--- config.mk ---
export PLATFORM = sky130hd
export DESIGN_NAME = ags_supervisor
export DESIGN_NICKNAME = d
export VERILOG_FILES = /design/src/inc/ags_pkg.sv /design/src/hw/ags_supervisor.sv
export VERILOG_INCLUDE_DIRS = /design/src /design/src/inc
export SDC_FILE = /design/constraint.sdc
export NUM_CORES = 1
export LEC_CHECK = 0
export ABC_CLOCK_PERIOD_IN_PS = 7400
export BUFFER_PORTS_ARGS = -buffer_cell sky130_fd_sc_hd__buf_2
export CAP_MARGIN = 20
export CORE_MARGIN = 1.5
export CORE_UTILIZATION = 60
export DETAILED_ROUTE_END_ITERATION = 10
export PLACE_DENSITY = 0.87
export RECOVER_POWER = 100
export SETUP_SLACK_MARGIN = 0.5
export SLEW_MARGIN = 20
export SYNTH_ARGS = -nofsm -noshare
export SYNTH_HDL_FRONTEND = slang
export SYNTH_SLANG_ARGS = --single-unit
--- constraint.sdc ---
create_clock -name pclk -period 7.4 [get_ports pclk]
set_input_delay 0.37 -clock pclk [delete_from_list [all_inputs] [get_ports pclk]]
set_output_delay 0.37 -clock pclk [all_outputs]
set_load 0.005 [all_outputs]
--- src/inc/ags_cfg.svh ---
// Purpose: constants of the actuator supervisor (offsets, fields, resets, timing)
// Assumes: 100 MHz pclk; slow timers advance on a 100 ms tick
// Notes: included by bare name
`ifndef AGS_CFG_SVH
`define AGS_CFG_SVH
`define AGS_OFS_CTRL 12'h000
`define AGS_OFS_SEND_DELAY 12'h004
`define AGS_OFS_HB_PERIOD 12'h008
`define AGS_OFS_RATE_GAP 12'h00c
`define AGS_OFS_STATUS 12'h010
`define AGS_OFS_IRQ_STAT 12'h014
`define AGS_OFS_IRQ_MASK 12'h018
`define AGS_CTRL_FRONT_PROG 0
`define AGS_CTRL_HB_EN 1
`define AGS_CTRL_RATE_EN 2
`define AGS_CTRL_RANGE_1V 3
`define AGS_CTRL_MAN_LSB 4
`define AGS_CTRL_RST 32'h0000_0001
`define AGS_SEND_DELAY_RST 16'h0000
`define AGS_HB_PERIOD_RST 11'h001
`define AGS_RATE_GAP_RST 4'h1
`define AGS_IRQ_OVL 0
`define AGS_IRQ_OT 1
`define AGS_IRQ_NCV 2
`define AGS_IRQ_ERR_GONE 3
`define AGS_IRQ_MAN_END 4
`define AGS_IRQ_HB 5
`define AGS_IRQ_W 6
`define AGS_CLK_NS 10
`define AGS_TICK_NS 100_000_000
`define AGS_TICK_CYCLES (`AGS_TICK_NS / `AGS_CLK_NS)
`define AGS_TICKS_PER_MIN 20'd600
`define AGS_MAN_1MIN_TICKS 15'd600
`define AGS_MAN_10MIN_TICKS 15'd6000
`define AGS_MAN_30MIN_TICKS 15'd18000
`define AGS_HB_MAX_MIN 11'd1440
`define AGS_NCV_TIMEOUT_S 3
`define AGS_NCV_TICKS 6'd30
`define AGS_TEMP_LIMIT_C 8'h55
`endif

--- src/inc/ags_pkg.sv ---
// Purpose: types of the actuator supervisor
// Assumes: constants live in ags_cfg.svh
// Notes: none
package ags_pkg;
    typedef enum logic [1:0] {AGS_OBJ_HEARTBEAT, AGS_OBJ_OVERLOAD, AGS_OBJ_OVERTEMP,
                              AGS_OBJ_NO_CTRL_V} ags_obj_t;
    typedef struct packed {
        ags_obj_t obj;
        logic value;
    } ags_telegram_t;
    typedef enum logic [2:0] {AGS_MAN_OFF, AGS_MAN_1MIN, AGS_MAN_10MIN, AGS_MAN_30MIN,
                              AGS_MAN_NO_LIMIT} ags_man_cfg_t;
    typedef enum {AGS_NORMAL, AGS_MANUAL} ags_op_state_t;
endpackage

--- src/hw/ags_supervisor.sv ---
// Purpose: device-wide supervisor: send hold, prog mode, manual mode, heartbeat,
// Purpose: telegram spacing, alarm shutdown of the dimmer, control range select
// Assumes: APB slave on pclk; keys, button and bus level pins are asynchronous
// Notes: Notes on behaviour listed below
//
// The implementer's own choices: register access over APB and the placing of the registers.
`include "ags_cfg.svh"
`timescale 1ns/1ps
`default_nettype none
module ags_supervisor #(
    parameter int TICK_CYCLES = `AGS_TICK_CYCLES
) (
    input wire logic pclk,
    input wire logic presetn,
    input wire logic psel,
    input wire logic penable,
    input wire logic pwrite,
    input wire logic [11:0] paddr,
    input wire logic [31:0] pwdata,
    output logic [31:0] prdata,
    output logic pready,
    output logic pslverr,
    input wire logic key_a_pin,
    input wire logic key_b_pin,
    input wire logic prog_button_pin,
    input wire logic bus_power_pin,
    input wire logic bus_load_high_pin,
    input wire logic manual_enter,
    input wire logic rx_switch_valid,
    input wire logic rx_switch_value,
    input wire logic load_valid,
    input wire logic [7:0] load_temp,
    output ags_pkg::ags_telegram_t tx_telegram,
    output logic tx_valid,
    input wire logic tx_ready,
    output logic exec_valid,
    output logic exec_value,
    output logic dimmer_enable,
    output logic range_1v,
    output logic prog_mode,
    output logic led_prog_red,
    output logic led_mode_red,
    output logic manual_active,
    output logic irq
);
    localparam int TW = $clog2(TICK_CYCLES + 1);

    function automatic logic [14:0] man_limit(input ags_pkg::ags_man_cfg_t m);
        unique case (m)
            ags_pkg::AGS_MAN_1MIN: man_limit = `AGS_MAN_1MIN_TICKS;
            ags_pkg::AGS_MAN_10MIN: man_limit = `AGS_MAN_10MIN_TICKS;
            ags_pkg::AGS_MAN_30MIN: man_limit = `AGS_MAN_30MIN_TICKS;
            default: man_limit = 15'h0000;
        endcase
    endfunction

    // pin synchronisers: stage 1 is read only by stage 2
    logic [4:0] sync1;
    logic [4:0] sync2;
    always_ff @(posedge pclk or negedge presetn)
    begin
        if (!presetn)
        begin
            sync1 <= 5'h00;
            sync2 <= 5'h00;
        end
        else
        begin
            sync1 <= {bus_load_high_pin, bus_power_pin, prog_button_pin, key_b_pin, key_a_pin};
            sync2 <= sync1;
        end
    end
    logic both_keys;
    logic both_keys_q;
    logic prog_btn_q;
    logic power_q;
    assign both_keys = sync2[0] & sync2[1];
    always_ff @(posedge pclk or negedge presetn)
    begin
        if (!presetn)
        begin
            both_keys_q <= 1'b0;
            prog_btn_q <= 1'b0;
            power_q <= 1'b0;
        end
        else
        begin
            both_keys_q <= both_keys;
            prog_btn_q <= sync2[2];
            power_q <= sync2[3];
        end
    end
    logic keys_press;
    logic button_press;
    logic power_return;
    assign keys_press = both_keys & ~both_keys_q;
    assign button_press = sync2[2] & ~prog_btn_q;
    assign power_return = sync2[3] & ~power_q;

    // 100 ms tick shared by every slow timer
    logic [TW-1:0] tick_cnt;
    logic tick;
    always_ff @(posedge pclk or negedge presetn)
    begin
        if (!presetn)
        begin
            tick_cnt <= '0;
            tick <= 1'b0;
        end
        else
        begin
            tick <= (tick_cnt == TW'(TICK_CYCLES - 1));
            tick_cnt <= (tick_cnt == TW'(TICK_CYCLES - 1)) ? '0 : tick_cnt + 1'b1;
        end
    end

    // register file
    logic [31:0] ctrl;
    logic [15:0] send_delay;
    logic [10:0] hb_period;
    logic [3:0] rate_gap;
    logic [`AGS_IRQ_W-1:0] irq_stat;
    logic [`AGS_IRQ_W-1:0] irq_mask;
    logic [`AGS_IRQ_W-1:0] irq_ev;
    logic wr_en;
    logic mapped;
    ags_pkg::ags_man_cfg_t man_cfg;
    assign wr_en = psel & penable & pready & pwrite;
    assign man_cfg = ags_pkg::ags_man_cfg_t'(ctrl[`AGS_CTRL_MAN_LSB +: 3]);
    always_comb
    begin
        unique case (paddr)
            `AGS_OFS_CTRL, `AGS_OFS_SEND_DELAY, `AGS_OFS_HB_PERIOD, `AGS_OFS_RATE_GAP,
            `AGS_OFS_STATUS, `AGS_OFS_IRQ_STAT, `AGS_OFS_IRQ_MASK: mapped = 1'b1;
            default: mapped = 1'b0;
        endcase
    end
    always_ff @(posedge pclk or negedge presetn)
    begin
        if (!presetn)
        begin
            ctrl <= `AGS_CTRL_RST;
            send_delay <= `AGS_SEND_DELAY_RST;
            hb_period <= `AGS_HB_PERIOD_RST;
            rate_gap <= `AGS_RATE_GAP_RST;
            irq_mask <= '0;
        end
        else if (wr_en)
        begin
            unique case (paddr)
                `AGS_OFS_CTRL: ctrl <= {25'h0000000, pwdata[6:0]};
                `AGS_OFS_SEND_DELAY: send_delay <= pwdata[15:0];
                // out-of-range periods are clamped so the timer always fires
                `AGS_OFS_HB_PERIOD: hb_period <= (pwdata[10:0] == 11'h000) ? 11'h001 :
                    (pwdata[10:0] > `AGS_HB_MAX_MIN) ? `AGS_HB_MAX_MIN : pwdata[10:0];
                `AGS_OFS_RATE_GAP: rate_gap <= (pwdata[3:0] == 4'h0) ? 4'h1 :
                    (pwdata[3:0] > 4'ha) ? 4'ha : pwdata[3:0];
                `AGS_OFS_IRQ_MASK: irq_mask <= pwdata[`AGS_IRQ_W-1:0];
                default: ;
            endcase
        end
    end
    always_ff @(posedge pclk or negedge presetn)
    begin
        if (!presetn)
            irq_stat <= '0;
        else if (wr_en && paddr == `AGS_OFS_IRQ_STAT)
            irq_stat <= (irq_stat & ~pwdata[`AGS_IRQ_W-1:0]) | irq_ev;
        else
            irq_stat <= irq_stat | irq_ev;
    end
    always_ff @(posedge pclk or negedge presetn)
    begin
        if (!presetn)
            irq <= 1'b0;
        else
            irq <= |(irq_stat & irq_mask);
    end

    // errors and send hold declared ahead of status read
    logic [2:0] err;
    logic [15:0] hold_cnt;
    logic send_hold;
    // one wait state: pready rises in the second access cycle with data registered
    always_ff @(posedge pclk or negedge presetn)
    begin
        if (!presetn)
        begin
            pready <= 1'b0;
            pslverr <= 1'b0;
            prdata <= 32'h0000_0000;
        end
        else
        begin
            pready <= psel & penable & ~pready;
            pslverr <= psel & penable & ~pready & ~mapped;
            prdata <= 32'h0000_0000;
            if (psel && penable && !pready && !pwrite)
            begin
                unique case (paddr)
                    `AGS_OFS_CTRL: prdata <= ctrl;
                    `AGS_OFS_SEND_DELAY: prdata <= {16'h0000, send_delay};
                    `AGS_OFS_HB_PERIOD: prdata <= {21'h000000, hb_period};
                    `AGS_OFS_RATE_GAP: prdata <= {28'h0000000, rate_gap};
                    `AGS_OFS_STATUS: prdata <= {25'h0000000, send_hold, dimmer_enable,
                                                err, manual_active, prog_mode};
                    `AGS_OFS_IRQ_STAT: prdata <= {26'h0000000, irq_stat};
                    `AGS_OFS_IRQ_MASK: prdata <= {26'h0000000, irq_mask};
                    default: prdata <= 32'h0000_0000;
                endcase
            end
        end
    end

    // send hold after power return; receive path never looks at it
    always_ff @(posedge pclk or negedge presetn)
    begin
        if (!presetn)
            hold_cnt <= 16'hffff;
        else if (!sync2[3])
            hold_cnt <= 16'hffff;
        else if (power_return)
            hold_cnt <= send_delay;
        else if (tick && hold_cnt != 16'h0000)
            hold_cnt <= hold_cnt - 16'h0001;
    end
    assign send_hold = (hold_cnt != 16'h0000) || !sync2[3];

    // programming mode
    always_ff @(posedge pclk or negedge presetn)
    begin
        if (!presetn)
            prog_mode <= 1'b0;
        else if (button_press)
            prog_mode <= ~prog_mode;
        else if (keys_press && !manual_active && ctrl[`AGS_CTRL_FRONT_PROG])
            prog_mode <= ~prog_mode;
    end
    always_ff @(posedge pclk or negedge presetn)
    begin
        if (!presetn)
        begin
            led_prog_red <= 1'b0;
            led_mode_red <= 1'b0;
            range_1v <= 1'b0;
        end
        else
        begin
            led_prog_red <= prog_mode;
            led_mode_red <= prog_mode;
            range_1v <= ctrl[`AGS_CTRL_RANGE_1V];
        end
    end

    // manual operation
    ags_pkg::ags_op_state_t op_state;
    logic [14:0] man_cnt;
    logic man_exit;
    logic stored_valid;
    logic stored_value;
    assign man_exit = (op_state == ags_pkg::AGS_MANUAL) && (keys_press
        || (man_cfg != ags_pkg::AGS_MAN_NO_LIMIT && tick && man_cnt <= 15'h0001));
    always_ff @(posedge pclk or negedge presetn)
    begin
        if (!presetn)
        begin
            op_state <= ags_pkg::AGS_NORMAL;
            man_cnt <= 15'h0000;
        end
        else
        begin
            unique case (op_state)
                ags_pkg::AGS_NORMAL:
                    if (manual_enter && man_cfg != ags_pkg::AGS_MAN_OFF
                        && man_cfg <= ags_pkg::AGS_MAN_NO_LIMIT)
                    begin
                        op_state <= ags_pkg::AGS_MANUAL;
                        man_cnt <= man_limit(man_cfg);
                    end
                ags_pkg::AGS_MANUAL:
                    if (man_exit)
                        op_state <= ags_pkg::AGS_NORMAL;
                    else if (tick && man_cnt != 15'h0000)
                        man_cnt <= man_cnt - 15'h0001;
            endcase
        end
    end
    always_ff @(posedge pclk or negedge presetn)
    begin
        if (!presetn)
        begin
            stored_valid <= 1'b0;
            stored_value <= 1'b0;
            exec_valid <= 1'b0;
            exec_value <= 1'b0;
            manual_active <= 1'b0;
        end
        else
        begin
            manual_active <= (op_state == ags_pkg::AGS_MANUAL) && !man_exit;
            exec_valid <= 1'b0;
            if (op_state == ags_pkg::AGS_MANUAL && rx_switch_valid)
            begin
                stored_valid <= 1'b1;
                stored_value <= rx_switch_value;
            end
            else if (op_state == ags_pkg::AGS_NORMAL && rx_switch_valid)
            begin
                exec_valid <= 1'b1;
                exec_value <= rx_switch_value;
            end
            if (man_exit)
            begin
                stored_valid <= 1'b0;
                exec_valid <= stored_valid | rx_switch_valid;
                exec_value <= rx_switch_valid ? rx_switch_value : stored_value;
            end
        end
    end

    // error detection from the load section
    logic [5:0] ncv_cnt;
    logic [2:0] err_q;
    always_ff @(posedge pclk or negedge presetn)
    begin
        if (!presetn)
        begin
            ncv_cnt <= 6'h00;
            err <= 3'h0;
            err_q <= 3'h0;
            dimmer_enable <= 1'b0;
        end
        else
        begin
            if (load_valid)
                ncv_cnt <= 6'h00;
            else if (tick && ncv_cnt <= `AGS_NCV_TICKS)
                ncv_cnt <= ncv_cnt + 6'h01;
            if (load_valid)
            begin
                err[0] <= (load_temp >= `AGS_TEMP_LIMIT_C);
                err[1] <= (load_temp >= `AGS_TEMP_LIMIT_C);
            end
            err[2] <= !load_valid && (ncv_cnt > `AGS_NCV_TICKS);
            err_q <= err;
            dimmer_enable <= (err == 3'h0);
        end
    end

    // transmit arbiter: alarms before heartbeat
    logic [2:0] alarm_pend;
    logic hb_pend;
    logic [19:0] hb_cnt;
    logic [3:0] gap_cnt;
    logic sent;
    logic gap_block;
    assign sent = tx_valid & tx_ready;
    assign gap_block = ctrl[`AGS_CTRL_RATE_EN] && sync2[4] && gap_cnt != 4'h0;
    always_ff @(posedge pclk or negedge presetn)
    begin
        if (!presetn)
            hb_cnt <= 20'h00000;
        else if (!ctrl[`AGS_CTRL_HB_EN] || hb_cnt == 20'h00000)
            hb_cnt <= 20'(hb_period * `AGS_TICKS_PER_MIN);
        else if (tick)
            hb_cnt <= hb_cnt - 20'h00001;
    end
    always_ff @(posedge pclk or negedge presetn)
    begin
        if (!presetn)
            gap_cnt <= 4'h0;
        else if (sent)
            gap_cnt <= rate_gap;
        else if (tick && gap_cnt != 4'h0)
            gap_cnt <= gap_cnt - 4'h1;
    end
    always_ff @(posedge pclk or negedge presetn)
    begin
        if (!presetn)
        begin
            alarm_pend <= 3'h0;
            hb_pend <= 1'b0;
            tx_valid <= 1'b0;
            tx_telegram <= '0;
        end
        else
        begin
            alarm_pend <= alarm_pend | (err ^ err_q);
            hb_pend <= hb_pend | (ctrl[`AGS_CTRL_HB_EN] && tick && hb_cnt == 20'h00001);
            if (sent)
                tx_valid <= 1'b0;
            else if (!tx_valid && !send_hold && !gap_block)
            begin
                if (alarm_pend != 3'h0)
                begin
                    tx_valid <= 1'b1;
                    for (int i = 2; i >= 0; i--)
                    begin
                        if (alarm_pend[i])
                            tx_telegram <= '{obj: ags_pkg::ags_obj_t'(2'(i + 1)), value: err[i]};
                    end
                end
                else if (hb_pend)
                begin
                    tx_valid <= 1'b1;
                    tx_telegram <= '{obj: ags_pkg::AGS_OBJ_HEARTBEAT, value: 1'b1};
                end
            end
            // clear only the pending bit just launched; a new change re-arms it
            if (sent && tx_telegram.obj != ags_pkg::AGS_OBJ_HEARTBEAT)
                alarm_pend[2'(tx_telegram.obj) - 2'h1] <= (err[2'(tx_telegram.obj) - 2'h1]
                    ^ err_q[2'(tx_telegram.obj) - 2'h1]) | (tx_telegram.value
                    != err[2'(tx_telegram.obj) - 2'h1]);
            else if (sent)
                hb_pend <= ctrl[`AGS_CTRL_HB_EN] && tick && hb_cnt == 20'h00001;
        end
    end
    assign irq_ev = {sent && tx_telegram.obj == ags_pkg::AGS_OBJ_HEARTBEAT,
                     man_exit, (err == 3'h0) && (err_q != 3'h0), err & ~err_q};

    a_hold_blocks: assert property (@(posedge pclk) disable iff (!presetn)
        send_hold && !tx_valid |=> !tx_valid) else $error("telegram left during hold");
    a_rx_in_hold: assert property (@(posedge pclk) disable iff (!presetn)
        send_hold && rx_switch_valid && op_state == ags_pkg::AGS_NORMAL |=> exec_valid)
        else $error("reception stalled by hold");
    a_front_off: assert property (@(posedge pclk) disable iff (!presetn)
        keys_press && !button_press && !ctrl[0] |=> $stable(prog_mode))
        else $error("front keys changed prog mode");
    a_button_toggle: assert property (@(posedge pclk) disable iff (!presetn)
        button_press |=> prog_mode != $past(prog_mode)) else $error("button ignored");
    a_manual_store: assert property (@(posedge pclk) disable iff (!presetn)
        op_state == ags_pkg::AGS_MANUAL && !man_exit && rx_switch_valid |=> !exec_valid)
        else $error("telegram acted on in manual mode");
    a_manual_exec: assert property (@(posedge pclk) disable iff (!presetn)
        man_exit && stored_valid && !rx_switch_valid |=> exec_valid && exec_value
        == $past(stored_value)) else $error("stored telegram lost");
    a_gap_keep: assert property (@(posedge pclk) disable iff (!presetn)
        gap_block && !tx_valid |=> !tx_valid) else $error("spacing violated");
    a_dim_off: assert property (@(posedge pclk) disable iff (!presetn)
        err != 3'h0 |=> !dimmer_enable) else $error("dimmer on during error");
    a_dim_back: assert property (@(posedge pclk) disable iff (!presetn)
        err == 3'h0 |=> dimmer_enable) else $error("dimmer not restored");
    a_leds_red: assert property (@(posedge pclk) disable iff (!presetn)
        prog_mode |=> led_prog_red && led_mode_red) else $error("prog leds dark");
    c_alarm_sent: cover property (@(posedge pclk) disable iff (!presetn)
        sent && tx_telegram.obj != ags_pkg::AGS_OBJ_HEARTBEAT);
    c_heartbeat: cover property (@(posedge pclk) disable iff (!presetn)
        sent && tx_telegram.obj == ags_pkg::AGS_OBJ_HEARTBEAT);
    c_manual_exit: cover property (@(posedge pclk) disable iff (!presetn)
        man_exit ##1 exec_valid);
endmodule
`default_nettype wire

==> qor.csv <==
stage,metric,value,unit
status,status,"finished, violations left",
status,failing checks,"max-capacitance violations, max-slew violations",
setup_path,Worst setup SP type,input port,
routing,Detailed Routing Iterations Pass 1,5,
hold_path,HP Class,input port to flop,
clock_tree,CTS tree,built,
die,core area,0.0180,mm^2
setup_path,WP data required,7040,ps
finish,final net count,1289,
grt,initial antenna violation count,3,
clock_tree,clock root buffer,clkbuf_16,
die,Cell Rows,49,
clock_tree,CTS H-tree depth,4,
grt,first-pass GRT wire length,42.8,mm
clock_tree,CTS Buf Count,17,
setup_path,endpoint class of the critical path,async pin,
setup_path,r2r startpoint,hb_period[5]$_DFFE_PN0P_,
timing,Final period util,0.588,
synthesis,most frequent cell after synthesis,dfrtp_1,
timing,Hold WS,21.5,ps
clock_tree,clk_lat worst skew,450,ps
power,Net Sw Frac,0.253,
finish,Syn-to-layout area delta,9.08,%
timing,Final Skew,8.73,ps
setup_path,Buf/Inv on CP,2,
power,power per standard cell area,185,mW/mm^2
synthesis,mapped cell area,0.0110,mm^2
setup_path,CP Cell Sequence,"clkbuf_8, clkbuf_1",
synthesis,fraction of registers with async set/reset,1.00,
timing,Total Neg Setup Slack,0,ps
power,Tot Pwr,2.22,mW
grt,grt ovf,0,
placement,I/O Buffers,81,
synthesis,Seq cells post-synth,190,
setup_path,Critical Path Slowest Stage Cell,clkbuf_1,
setup_path,"setup slack, reg-to-reg",3310,ps
timing,worst-margin pin slew,3960,ps
die,Die X,138,um
setup_path,R2R cell count,12,
power,P_leak,5.43,nW
setup_path,Critical Path Fanout Max,114,
setup_path,critical path startpoint,presetn,
timing,final setup fails,0,
synthesis,Mapped Cells,1077,
routing,routed vias,8906,
finish,fraction of layout cells with a size suffix above 1,0.151,
routing,routed wire length per instance,18.6,um
flow_run,max cap viols,2,
power,Peak VDD IR,0.182,mV
timing,unrepaired setup endpoints after global routing,false,
power,share of total power in combinational logic,0.075,
setup_path,critical path arrival,3990,ps
finish,final-layout fill cell count,1351,
timing,FMAX,0.230,GHz
synthesis,Mapped Avg Cell Area,10.2,um^2
synthesis,share of the synthesized area in the top cell type,0.389,
finish,final instance area,0.0120,mm^2
grt,Total GRT Usage,0.275,
setup_path,CP max stage delay,2840,ps
clock_tree,Num Clock Sinks,190,
synthesis,sequential area share after synthesis,0.434,
power,Clk pwr share,0.417,
routing,initial drt markers,962,
clock_tree,hold buffers post-CTS,0,
die,Die ar.,0.0192,mm^2
placement,Placed Cells,1357,
routing,DRC,0,
clock_tree,Clock Tree Buf Depth,2,
synthesis,top post-synthesis cells by area,"dfrtp_1 (39%), ha_1 (6.9%), dfstp_2 (4.5%), mux2_2 (3.4%), nor2_1 (3.2%)",
placement,DP HPWL,18.0,mm
routing,DR vias/cell,6.40,
die,Initial Util,0.612,
setup_path,reg2reg end,hb_cnt[15]$_DFFE_PN0P_,
timing,Worst slew margin,-1.64,
synthesis,commonest cells in the synthesized netlist,"dfrtp_1 (171), nor2_1 (93), nand2_1 (69)",
timing,minimum clock period after layout,4350,ps
power,sw power,0.561,mW
setup_path,"delay-heaviest family, CP",buffers and inverters,
die,Die Ht,138,um
clock_tree,Post-CTS Resized,0,
hold_path,hold depth,1,
synthesis,number of synthesized flops with an enable pin,0,
setup_path,Stages on worst setup path,2,
finish,Post-Layout Cell Count,1391,
synthesis,Synth cell types,97,
placement,cell area after placement,0.0115,mm^2
grt,largest net degree at the start of global routing,115,
synthesis,largest area contributor in the netlist,dfrtp_1,
setup_path,path type of the worst setup path,input port to async pin,
timing,final hold violation count,0,
grt,vias in the first global route,8660,
routing,ANT nets after route,0,
synthesis,Main synth FF type,dfrtp_1,
clock_tree,"Reg clk slew, reported paths",70,ps
clock_tree,post-CTS repair timing setup buffer count,0,
die,I/O pin count,114,
power,internal power,1.66,mW
timing,Slew Limit Fails,90,
setup_path,crit path to,alarm_pend[1]$_DFF_PN0_,
routing,total wire length,25.9,mm
power,sequential share of power,0.508,
synthesis,Syn. warnings,0,
placement,gp weighted congestion,0.896,
-- power groups by stage --
stage                     registers (mW)  clock network (mW)  logic [mW]
after global placement              1.14                   0       0.163
after detailed placement            1.14                   0       0.170
after CTS                           1.13               0.928       0.171
after floorplan                     1.13                   0       0.111
final                               1.13               0.926       0.167
after global routing                1.13               0.974       0.186
-- cells in the final DEF (no fill, tap or decap), types with 7 or more instances in the layout --
cell type and instances:
dfrtp_1 171, nor2_1 93, nand2_1 69, buf_2 67
inv_1 66, ha_1 61, a21oi_1 46, nor3_1 40
o21ai_0 38, nand3_1 32, mux2_2 32, xnor2_1 26
xor2_1 25, nor4_1 21, nand4_1 18, clkbuf_16 17
dfstp_2 17, conb_1 16, a211oi_1 15, clkbuf_1 15
nand2b_1 14, a21o_1 14, fa_1 13, a31oi_1 12
o31ai_1 12, and3_1 11, or4_1 10, or3_1 8
o211ai_1 8, nand3b_1 7, a22oi_1 7
-- sequential cells by signal, summed over array words and instances (netlist names), 6 cells and up --
register,flops
send_delay,16
ctrl,7
hold_cnt,16
tick_cnt,24
prdata,16
irq_stat,6
hb_period,11
irq_mask,6
hb_cnt,20
man_cnt,15
ncv_cnt,6
-- stage by stage --
stage          utilization  setup slack, ps
2_1_floorplan            -             3900
3_3_place_gp         0.641             3500
3_5_place_dp         0.641             3400
4_1_cts              0.673             3380
5_1_grt              0.668             2060
6_report             0.668             3050
-- routing by layer --
metal | wire, um | vias to the layer above | global-route usage
met4 | 716 | 0 | 0.113
met3 | 2020 | 67 | 0.0620
met1 | 10900 | 4348 | 0.365
li1 | - | 4075 | -
met2 | 12300 | 416 | 0.440
met5 | 0 | - | 0
-- worst min path at each step --
stage	startpoint	endpoint	slack, ps
after detailed placement	sync1[3]$_DFF_PN0_	sync2[3]$_DFF_PN0_	340
after global placement	sync1[3]$_DFF_PN0_	sync2[3]$_DFF_PN0_	330
after CTS	prog_button_pin	sync1[2]$_DFF_PN0_	20
after global routing	key_b_pin	sync1[1]$_DFF_PN0_	20
final	prog_button_pin	sync1[2]$_DFF_PN0_	20
after floorplan	presetn	alarm_pend[0]$_DFF_PN0_	70
-- worst register-to-register path, stage by stage, from the launching register on --
cell and delay [ps]:
dfrtp_1 510, ha_1 350, ha_1 310, fa_1 560, inv_1 60, fa_1 510, inv_1 50, ha_1 350
o21ai_0 300, nand2_1 170, and3_1 230, a2111oi_0 480, a21oi_1 80
-- kinds of logic (layout without fill, tap and decap cells) --
logic type | Yosys count | after routing | synth area share
adders and majority gates | 74 | 74 | 0.0931
other | 1 | 18 | 0.000341
and+or+nand+nor | 367 | 367 | 0.181
DFF | 190 | 190 | 0.434
muxes | 45 | 45 | 0.0515
AOI/OAI and AO/OA | 233 | 233 | 0.152
buffers and inverters | 116 | 184 | 0.0473
xor gates and xnor gates | 51 | 51 | 0.0406
-- area by class of cell --
| cell class | count | area (um^2) | share of cell area |
|---|---|---|---|
| clock buffers | 18 | 439 | 0.0366 |
| repair buffers | 85 | 413 | 0.0344 |
| well taps | 229 | 287 | 0.0239 |
| diodes | 2 | 5.00 | 0.000417 |
| multi-input cells | 786 | 5680 | 0.474 |
| flip-flops and latches | 190 | 4780 | 0.398 |
| clock inverters | 13 | 139 | 0.0116 |
| inverters | 68 | 255 | 0.0213 |
Note: power is estimated with default switching activity, not from simulation.
